## src/core/i2c_slave_map.vh

```
`ifndef I2C_SLAVE_MAP_VH
`define I2C_SLAVE_MAP_VH

// Register byte offsets on the AXI4-Lite bus.
`define OFS_MODE 4'h0
`define OFS_STATUS 4'h4
`define OFS_MASK 4'h8

// Mode register field positions.
`define MODE_START_IRQ_EN 6
`define MODE_STOP_IRQ_EN 5
`define MODE_RESTART_SEL 4
`define MODE_NACK_WAIT_SEL 3
`define MODE_STOP_SCOPE 2
`define MODE_UNIT_EN 0
`define MODE_WRITABLE 16'h007D
`define MODE_RESET 16'h0000

// Status register field positions, shared by the mask register.
`define STAT_START_SEEN 11
`define STAT_STOP_SEEN 10
`define STAT_ADDR_ACK 3
`define STAT_IMPLEMENTED 16'h0C08
`define STAT_RESET 16'h0000
`define MASK_RESET 16'h0000

// AXI response codes.
`define RESP_OKAY 2'h0
`define RESP_SLVERR 2'h2

`endif

```

## src/core/i2c_slave_mode_control.v

```verilog
// How it works
// - Mode bit 6 enables start-condition interrupt; reset value zero means disabled.
// - Mode bit 5 enables stop-condition interrupt; reset value zero means disabled.
// - Mode bit 2 set limits stop interrupt to traffic addressed to this slave.
// - Writing one to mode bit 0 starts slave operation; reset leaves it stopped.
// - Writing zero to the enable bit stops the unit and zeroes all status bits.
// - Start-seen flag, status bit 11, sets on a received start condition while mode bit 6 is set.
// - Stop-seen flag, status bit 10, sets on a received stop condition while mode bit 5 is set and bit 2 scope allows it.
`include "i2c_slave_map.vh"

module i2c_slave_mode_control (
   // Clock and reset
   input wire aclk,
   input wire aresetn,
   // AXI4-Lite write address
   input wire [31:0] s_axi_awaddr,
   input wire s_axi_awvalid,
   output reg s_axi_awready,
   // AXI4-Lite write data
   input wire [31:0] s_axi_wdata,
   input wire [3:0] s_axi_wstrb,
   input wire s_axi_wvalid,
   output reg s_axi_wready,
   // AXI4-Lite write response
   output reg [1:0] s_axi_bresp,
   output reg s_axi_bvalid,
   input wire s_axi_bready,
   // AXI4-Lite read address
   input wire [31:0] s_axi_araddr,
   input wire s_axi_arvalid,
   output reg s_axi_arready,
   // AXI4-Lite read data
   output reg [31:0] s_axi_rdata,
   output reg [1:0] s_axi_rresp,
   output reg s_axi_rvalid,
   input wire s_axi_rready,
   // I2C bus lines, sampled only
   input wire scl_in,
   input wire sda_in,
   // Address matcher, one-cycle pulse on an acknowledged own address
   input wire addr_match,
   // Configuration to the rest of the unit
   output reg slave_unit_enable,
   output reg restart_irq_select,
   output reg nack_wait_select,
   // Interrupt
   output reg irq
);

   reg [15:0] slave_mode_control;
   reg [15:0] bus_status_register;
   reg [15:0] irq_mask;

   reg aw_full;
   reg w_full;
   reg [3:0] wr_addr;
   reg [31:0] wr_data;
   reg [3:0] wr_strb;

   // The first stage of each synchroniser feeds only the second stage.
   reg scl_meta;
   reg scl_sync;
   reg scl_prev;
   reg sda_meta;
   reg sda_sync;
   reg sda_prev;

   wire wr_commit = aw_full & w_full;
   wire rd_take = s_axi_arvalid & s_axi_arready;
   wire [3:0] rd_addr = s_axi_araddr[3:0];
   wire [15:0] lane_mask = {{8{wr_strb[1]}}, {8{wr_strb[0]}}};
   wire wr_mode = wr_commit & (wr_addr == `OFS_MODE);
   wire wr_mask = wr_commit & (wr_addr == `OFS_MASK);
   wire wr_ok = wr_mode | wr_mask | (wr_addr == `OFS_STATUS);
   wire [15:0] mode_written = (slave_mode_control & ~lane_mask) |
      (wr_data[15:0] & lane_mask & `MODE_WRITABLE);
   wire [15:0] mask_written = (irq_mask & ~lane_mask) |
      (wr_data[15:0] & lane_mask & `STAT_IMPLEMENTED);

   // A write of zero to the enable lane takes the unit down at once.
   wire disable_write = wr_mode & wr_strb[0] & ~wr_data[`MODE_UNIT_EN];

   wire running = slave_mode_control[`MODE_UNIT_EN];
   wire start_cond = running & scl_sync & scl_prev & sda_prev & ~sda_sync;
   wire stop_cond = running & scl_sync & scl_prev & ~sda_prev & sda_sync;

   wire stop_in_scope = ~slave_mode_control[`MODE_STOP_SCOPE] |
      bus_status_register[`STAT_ADDR_ACK];

   reg [15:0] status_set;
   reg [15:0] next_status;
   reg [15:0] next_mode;
   reg [15:0] next_mask;

   always @* begin
      status_set = 16'h0000;
      status_set[`STAT_START_SEEN] = start_cond &
         slave_mode_control[`MODE_START_IRQ_EN];
      status_set[`STAT_STOP_SEEN] = stop_cond &
         slave_mode_control[`MODE_STOP_IRQ_EN] & stop_in_scope;
      status_set[`STAT_ADDR_ACK] = running & addr_match;
      // A read at the status offset clears the flags, but an event in the same cycle survives it.
      if (rd_take && rd_addr == `OFS_STATUS) begin
         next_status = status_set;
      end else begin
         next_status = bus_status_register | status_set;
      end
      if (disable_write) begin
         next_status = `STAT_RESET;
      end
      next_mode = wr_mode ? mode_written : slave_mode_control;
      next_mask = wr_mask ? mask_written : irq_mask;
   end

   always @(posedge aclk) begin
      if (!aresetn) begin
         scl_meta <= 1'b1;
         scl_sync <= 1'b1;
         scl_prev <= 1'b1;
         sda_meta <= 1'b1;
         sda_sync <= 1'b1;
         sda_prev <= 1'b1;
      end else begin
         scl_meta <= scl_in;
         scl_sync <= scl_meta;
         scl_prev <= scl_sync;
         sda_meta <= sda_in;
         sda_sync <= sda_meta;
         sda_prev <= sda_sync;
      end
   end

   always @(posedge aclk) begin
      if (!aresetn) begin
         slave_mode_control <= `MODE_RESET;
         bus_status_register <= `STAT_RESET;
         irq_mask <= `MASK_RESET;
         slave_unit_enable <= 1'b0;
         restart_irq_select <= 1'b0;
         nack_wait_select <= 1'b0;
         irq <= 1'b0;
      end else begin
         slave_mode_control <= next_mode;
         bus_status_register <= next_status;
         irq_mask <= next_mask;
         slave_unit_enable <= next_mode[`MODE_UNIT_EN];
         restart_irq_select <= next_mode[`MODE_RESTART_SEL];
         nack_wait_select <= next_mode[`MODE_NACK_WAIT_SEL];
         irq <= |(next_status & next_mask);
      end
   end

   // Write path: address and data are held independently, so either may come first.
   always @(posedge aclk) begin
      if (!aresetn) begin
         s_axi_awready <= 1'b1;
         s_axi_wready <= 1'b1;
         s_axi_bvalid <= 1'b0;
         s_axi_bresp <= `RESP_OKAY;
         aw_full <= 1'b0;
         w_full <= 1'b0;
         wr_addr <= 4'h0;
         wr_data <= 32'h00000000;
         wr_strb <= 4'h0;
      end else begin
         if (s_axi_awvalid && s_axi_awready) begin
            aw_full <= 1'b1;
            s_axi_awready <= 1'b0;
            // Upper address bits must be zero for a register to match.
            wr_addr <= (s_axi_awaddr[31:4] == 28'h0000000) ? s_axi_awaddr[3:0] : 4'hF;
         end
         if (s_axi_wvalid && s_axi_wready) begin
            w_full <= 1'b1;
            s_axi_wready <= 1'b0;
            wr_data <= s_axi_wdata;
            wr_strb <= s_axi_wstrb;
         end
         if (wr_commit) begin
            aw_full <= 1'b0;
            w_full <= 1'b0;
            s_axi_bvalid <= 1'b1;
            s_axi_bresp <= wr_ok ? `RESP_OKAY : `RESP_SLVERR;
         end
         if (s_axi_bvalid && s_axi_bready) begin
            s_axi_bvalid <= 1'b0;
            s_axi_awready <= 1'b1;
            s_axi_wready <= 1'b1;
         end
      end
   end

   always @(posedge aclk) begin
      if (!aresetn) begin
         s_axi_arready <= 1'b1;
         s_axi_rvalid <= 1'b0;
         s_axi_rdata <= 32'h00000000;
         s_axi_rresp <= `RESP_OKAY;
      end else begin
         if (rd_take) begin
            s_axi_arready <= 1'b0;
            s_axi_rvalid <= 1'b1;
            s_axi_rresp <= `RESP_OKAY;
            s_axi_rdata <= 32'h00000000;
            if (s_axi_araddr[31:4] != 28'h0000000) begin
               s_axi_rresp <= `RESP_SLVERR;
            end else begin
               case (rd_addr)
                  `OFS_MODE: begin
                     s_axi_rdata <= {16'h0000, slave_mode_control};
                  end
                  `OFS_STATUS: begin
                     s_axi_rdata <= {16'h0000, bus_status_register};
                  end
                  `OFS_MASK: begin
                     s_axi_rdata <= {16'h0000, irq_mask};
                  end
                  default: begin
                     s_axi_rresp <= `RESP_SLVERR;
                  end
               endcase
            end
         end
         if (s_axi_rvalid && s_axi_rready) begin
            s_axi_rvalid <= 1'b0;
            s_axi_arready <= 1'b1;
         end
      end
   end

endmodule

```

## config.mk

```make
export PLATFORM = sky130hd
export DESIGN_NAME = i2c_slave_mode_control
export DESIGN_NICKNAME = d
export VERILOG_FILES = /design/src/core/i2c_slave_mode_control.v
export VERILOG_INCLUDE_DIRS = /design/src /design/src/core
export SDC_FILE = /design/constraint.sdc
export NUM_CORES = 1
export LEC_CHECK = 0
export BUFFER_PORTS_ARGS = -buffer_cell sky130_fd_sc_hd__buf_2
export CAP_MARGIN = 10
export CORE_UTILIZATION = 40
export DETAILED_ROUTE_END_ITERATION = 7
export HOLD_SLACK_MARGIN = 0.12
export MAX_ROUTING_LAYER = met4
export PLACE_DENSITY = 0.71
export SLEW_MARGIN = 20
export SYNTH_ARGS = -nofsm -noshare
export SYNTH_HDL_FRONTEND = slang
export SYNTH_SLANG_ARGS = --single-unit
```

## constraint.sdc

```tcl
create_clock -name aclk -period 2.2 [get_ports aclk]
set_clock_uncertainty 0.2 [all_clocks]
set_input_delay 0.44 -clock aclk [delete_from_list [all_inputs] [get_ports aclk]]
set_output_delay 0.44 -clock aclk [all_outputs]
set_load 0.05 [all_outputs]
```

; ---- Yosys cells after proc, flatten, opt, wreduce, memory -nomap -nowiden
; Index checks and enable logic that the tools add are counted.
[word_totals]
elab_cells = 87
out_inout_bits = 45
in_bits = 110
regBits = 119
[classes]
muxes = 10
n_bitwise = 32
n_eq_ne = 4
n_reduce_logical = 14
[ops]
columns = operator, n
row1 = $mux 16, 4
row2 = $and 16x16->16, 3
row3 = $pmux 16 s3, 1
row4 = $or 16x12->16, 2
row5 = $logic_not 28->1, 1
row6 = $reduce_bool 28->1, 1
row7 = $and 1x1->1, 16
row8 = $not 16->16, 1
row9 = $or 16x7->16, 1
row10 = $reduce_or 16->1, 1
row11 = $and 12x12->12, 1
row12 = $eq 4x3->1 const B, 2
row13 = $eq 4x4->1 const B, 2
row14 = $logic_not 4->1, 2
row15 = $mux 2, 3
row16 = $reduce_or 2->1, 3
row17 = $logic_and 1x1->1, 5
row18 = $mux 5, 1
row19 = $not 1->1, 5
row20 = $mux 4, 1
row21 = $or 1x1->1, 3
row22 = $reduce_or 3->1, 1

; ---- Depth between registers and ports, before layout
[logic_depth]
word_depth = 11
ltp_mapped = 7
ltp_nobuf = 5

; ---- Worst setup path before layout
; Ideal clock, no wire load.
[synth_path]
kind = input -> register
startpoint = input port s_axi_araddr[3]
endpoint = register s_axi_rdata[1]
setup_ps = 59
setup_slack_ps = 12
required_ps = 1941
t_arrival_ps = 1929
n_path_buf = 2
stages = 7
path_cell_list = buf_6 > nor4b_4 > nor2_2 > or4b_4 > buf_6 > o21ai_1 > and2_1
[synth_via]
elab_chain_len = 3
elab_cells_between_ends = 5
classes_between = eq/ne: 2 / mux: 2 / reduce/logical: 1
[synth_lines]
columns = element, line
row1 = "start, declared", i2c_slave_mode_control.v:29  ; input wire [31:0] s_axi_araddr,
row2 = "$eq 4x4->1, or another cell as far along", i2c_slave_mode_control.v:207  ; case (rd_addr)
row3 = $pmux 16 s3 (*), i2c_slave_mode_control.v:207
row4 = $mux 16 (*), i2c_slave_mode_control.v:204  ; if (s_axi_araddr[31:4] != 28'h0000000) begin
row5 = "end signal, assigned", i2c_slave_mode_control.v:209  ; s_axi_rdata <= {16'h0000, slave_mode_control};
row6 = "end signal, assigned", i2c_slave_mode_control.v:212  ; s_axi_rdata <= {16'h0000, bus_status_register};
row7 = "end signal, assigned", i2c_slave_mode_control.v:215  ; s_axi_rdata <= {16'h0000, irq_mask};
row8 = "end, declared", i2c_slave_mode_control.v:33  ; output reg [31:0] s_axi_rdata,
; Every way passes the cells marked *; elsewhere a longest branch is shown, timed or not.
; A chain may end at the register's enable or synchronous reset.

; ---- Worst setup path after layout
[layout_path]
startpoint = input port s_axi_araddr[9]
endpoint = register s_axi_rdata[4]
[layout_via]
elab_chain_len = 2
[layout_lines]
columns = element, line
row1 = $reduce_bool 28->1, i2c_slave_mode_control.v:204
row2 = $mux 16, i2c_slave_mode_control.v:204
; No other way between the ends.

==> metrics.log <==
[metrics] Power Density: 689 nW/um2
[metrics] DRC violation total after the first TritonRoute iteration: 121
[metrics] initial antenna violation count: 0
[metrics] delay contributed by the slowest stage of the critical path: 560 ps
[metrics] Setup Buffers After CTS: 0
[metrics] Gate Count Post-Synth: 399
[metrics] top achievable clock speed: 517 MHz
[metrics] critical-path cell with the highest stage delay: sky130_fd_sc_hd__or4b_4
[metrics] Routability Congestion: 0.821
[metrics] standby leakage power: 2.06 nW
[metrics] worst reg2reg path endpoint: irq
[metrics] synthesized-area fraction occupied by xor and xnor cells: 0
[metrics] reg2reg start: aw_full
[metrics] standard cell area after detailed placement: 4450 um2
[metrics] total placed cells including tap cells: 618
[metrics] number of hold violations in the final report: 0
[metrics] effective utilization at floorplan: 0.412
[metrics] maximum number of buffers from clock root to sink: 2
[metrics] total core area: 9200 um2
[metrics] number of global-route vias before repair: 2,948
[metrics] relative area change from synthesis to final layout: 26.7%
[metrics] crit share post-route: 0.878
[metrics] Root Driver: sky130_fd_sc_hd__clkbuf_8
[metrics] wire length of the first global-routing pass: 14,100 um
[metrics] Yosys warning count: 0
[metrics] combined area of the multi-input logic cells: 1720 um2
[metrics] setup repair after global routing missed its margin: no
[metrics] multiplexer share of the synthesized area: 0.0641
[metrics] CTS tree: yes
[metrics] arrival time of data at the critical path endpoint: 2040 ps
[metrics] type of the worst min-delay path: primary input to register
[metrics] # fillers: 898
[metrics] top-level port count: 155
[metrics] H-tree depth reported by CTS: 3
[metrics] global-route total usage across every layer: 0.185
[metrics] Seq/Total Area, Yosys: 0.497
[metrics] Avg Inst Size Synth: 9.49 um2
[metrics] number of buffers added on ports: 110
[metrics] maximum net fanout on the critical path: 11
[metrics] critical path endpoint category: register
[metrics] non-filler cells, final: 647
[metrics] mean routed wirelength per cell: 13.6 um
[metrics] iteration count of the initial detailed-routing pass: 5
[metrics] number of maximum-capacitance violations: 0
[metrics] Die Wd: 99.3 um
[metrics] post-synth cell types: 47
[metrics] commonest non-fill, non-tap cell in the layout: sky130_fd_sc_hd__buf_2
[metrics] number of nets with antenna violations after detailed routing: 0
[metrics] die area: 9860 um2
[metrics] commonest register cell after synthesis: sky130_fd_sc_hd__dfxtp_1
[metrics] clock slew at the register clock pins of the worst setup and hold paths: 90 ps
[metrics] Post-Layout Inst Area: 4800 um2
[metrics] worst setup path endpoint: s_axi_rdata[4]
[metrics] main combinational cell family by area after synthesis: simple AND/OR/NAND/NOR gates
[metrics] outcome: finished, final reports clean
[metrics] Vias per Instance: 4.96
[metrics] start point of the critical path: s_axi_araddr[9]
[metrics] Worst Setup Path Type: primary input to register
[metrics] maximum number of pins on one net before global-route repair: 18
[metrics] most used cells in the layout excluding fill and tap cells: sky130_fd_sc_hd__buf_2, sky130_fd_sc_hd__dfxtp_1, sky130_fd_sc_hd__and2_1
[metrics] die height: 99.3 um
[metrics] final number of setup-violating endpoints: 0
[metrics] post-CTS sizing: 0
[metrics] clock latency at the later pin of the worst-skew pair: 360 ps
[metrics] adder-cell area share of the yosys netlist: 0
[metrics] Sequential Area: 1880 um2
[metrics] cell area after technology mapping: 3790 um2
[metrics] DRC Markers: 0
[metrics] Worst R2R Path Depth: 6
[metrics] post-synthesis simple-gate area fraction: 0.238
[metrics] category of the worst setup path launch point: primary input
[metrics] register-to-register path setup slack: 320 ps
[metrics] number of standard-cell rows in the floorplan: 35
[metrics] total detailed-routing wirelength: 8790 um
[metrics] path length in cells of the critical path: 6
[metrics] final worst path period need: 1930 ps
[metrics] Slew Viols, Final: 0
[metrics] CP Buf/Inv Count: 1
[metrics] hold_buf cts: 13
[metrics] number of clock buffers inserted by TritonCTS: 9
[metrics] half-perimeter wire length after placement: 6440 um
[metrics] worst voltage drop across the vdd grid: 0.000493 V
[metrics] count of inserted antenna diode cells: 0
[metrics] data required time at the worst endpoint: 2310 ps
[metrics] kind of cell with the highest combined delay on the critical path: simple AND/OR/NAND/NOR gates
[metrics] compound-cell area share of the yosys netlist: 0.135
[metrics] CTS Sinks: 94
[metrics] Final #Nets: 641
[metrics] sequence of cells on the critical path: buf_2 -> or4_1 -> nor2_1 -> or4b_4 -> o21ai_1 -> and2_1
[metrics] number of enable flip-flop cells after synthesis: 0
[metrics] grt ovf: 0
[metrics] number of synthesized register bits: 94
[metrics] share of post-route cells with drive strength above 1: 0.293
[metrics] share of flip-flops with an asynchronous set or reset: 0
[metrics] number of vias after detailed routing: 3,211
==> area by class of cell <==
| cell class | count | share of cell area |
|---|---|---|
| well taps | 111 | 0.0290 |
| clock inverters | 4 | 0.0112 |
| multi-input cells | 279 | 0.359 |
| inverters | 7 | 0.00548 |
| flip-flops and latches | 94 | 0.392 |
| repair buffers | 140 | 0.168 |
| clock buffers | 12 | 0.0344 |
==> flip-flops by register name (all words and copies together) (netlist names), 2 cells and up, named ones only <==
name and count:
bus_status_register 16, irq_mask 16, s_axi_rdata 16, slave_mode_control 10, wr_data 8, wr_addr 4, wr_strb 2
==> metrics by stage <==
| step | setup TNS [ps] | hold slack [ps] | power (mW) | worst slack [ps] | util |
|---|---|---|---|---|---|
| 2_1_floorplan | 0 | 186 | 2.02 | 11.8 | - |
| 3_3_place_gp | -496 | 192 | 2.12 | -50.0 | 0.484 |
| 3_5_place_dp | -685 | 194 | 2.12 | -96.6 | 0.484 |
| 4_1_cts | 0 | 121 | 3.34 | 289 | 0.522 |
| 5_1_grt | 0 | 139 | 3.44 | 127 | 0.522 |
| 6_report | 0 | 134 | 3.31 | 268 | 0.522 |
==> cells in the mapped netlist, types with 2 or more instances <==
| cell type | n | share of area |
|---|---|---|
| sky130_fd_sc_hd__a21oi_1 | 24 | 0.032 |
| sky130_fd_sc_hd__o21ai_1 | 15 | 0.020 |
| sky130_fd_sc_hd__dfxtp_1 | 94 | 0.50 |
| sky130_fd_sc_hd__nor3_1 | 3 | 0.0040 |
| sky130_fd_sc_hd__and3_1 | 3 | 0.0050 |
| sky130_fd_sc_hd__nor4_1 | 14 | 0.023 |
| sky130_fd_sc_hd__clkbuf_1 | 9 | 0.0089 |
| sky130_fd_sc_hd__nor2_1 | 17 | 0.017 |
| sky130_fd_sc_hd__mux2_1 | 15 | 0.045 |
| sky130_fd_sc_hd__nand2b_1 | 10 | 0.017 |
| sky130_fd_sc_hd__a22oi_1 | 19 | 0.038 |
| sky130_fd_sc_hd__and2_1 | 48 | 0.079 |
| sky130_fd_sc_hd__buf_4 | 18 | 0.036 |
| sky130_fd_sc_hd__mux2i_1 | 4 | 0.011 |
| sky130_fd_sc_hd__o21ai_0 | 3 | 0.0040 |
| sky130_fd_sc_hd__buf_6 | 2 | 0.0059 |
| sky130_fd_sc_hd__nand2_1 | 42 | 0.042 |
| sky130_fd_sc_hd__nand4_1 | 4 | 0.0066 |
| sky130_fd_sc_hd__nand3_1 | 5 | 0.0066 |
| sky130_fd_sc_hd__o221a_2 | 4 | 0.012 |
| sky130_fd_sc_hd__inv_2 | 2 | 0.0020 |
| sky130_fd_sc_hd__nand3b_1 | 2 | 0.0040 |
| sky130_fd_sc_hd__mux2_2 | 3 | 0.0089 |
| sky130_fd_sc_hd__a2bb2oi_1 | 6 | 0.014 |
| sky130_fd_sc_hd__or4_1 | 2 | 0.0040 |
| sky130_fd_sc_hd__inv_1 | 5 | 0.0050 |
| sky130_fd_sc_hd__buf_1 | 6 | 0.0059 |
==> worst min-delay path by stage <==
stage | to | from | cells past startpoint | slack, ps
after floorplan | scl_sync | scl_meta | 1 | 190
after global placement | scl_sync | scl_meta | 1 | 190
after detailed placement | scl_sync | scl_meta | 1 | 190
after CTS | wr_data[0] | s_axi_wdata[0] | 3 | 120
after global routing | wr_data[0] | s_axi_wdata[0] | 3 | 140
final | wr_data[0] | s_axi_wdata[0] | 3 | 130
==> metal layers <==
layer  vias to the layer above  global-route usage  share of wire
li1                       1624                   -              -
met2                        75               0.303           0.49
met5                         -                   -              0
met4                         0              0.0419         0.0082
met1                      1503               0.232           0.45
met3                         9              0.0450          0.049
==> kinds of logic (layout without fill, tap and decap cells) <==
group,Yosys count,after routing
AND/OR/NAND/NOR,161,161
flip-flops,94,94
AO/OA/AOI/OAI,78,78
buffers and inverters,43,163
multiplexers,22,22
other,1,18
==> power by group <==
group	switching (mW)	internal [mW]
clock	0.588	0.620
sequential	0.0255	1.73
combinational	0.213	0.128
==> tightest hold or removal path: stages <==
cell and delay (ps):
sky130_fd_sc_hd__buf_2 90, sky130_fd_sc_hd__nand2_1 50, sky130_fd_sc_hd__a21oi_1 50
No activity file was read; power rests on OpenSTA's default activity.
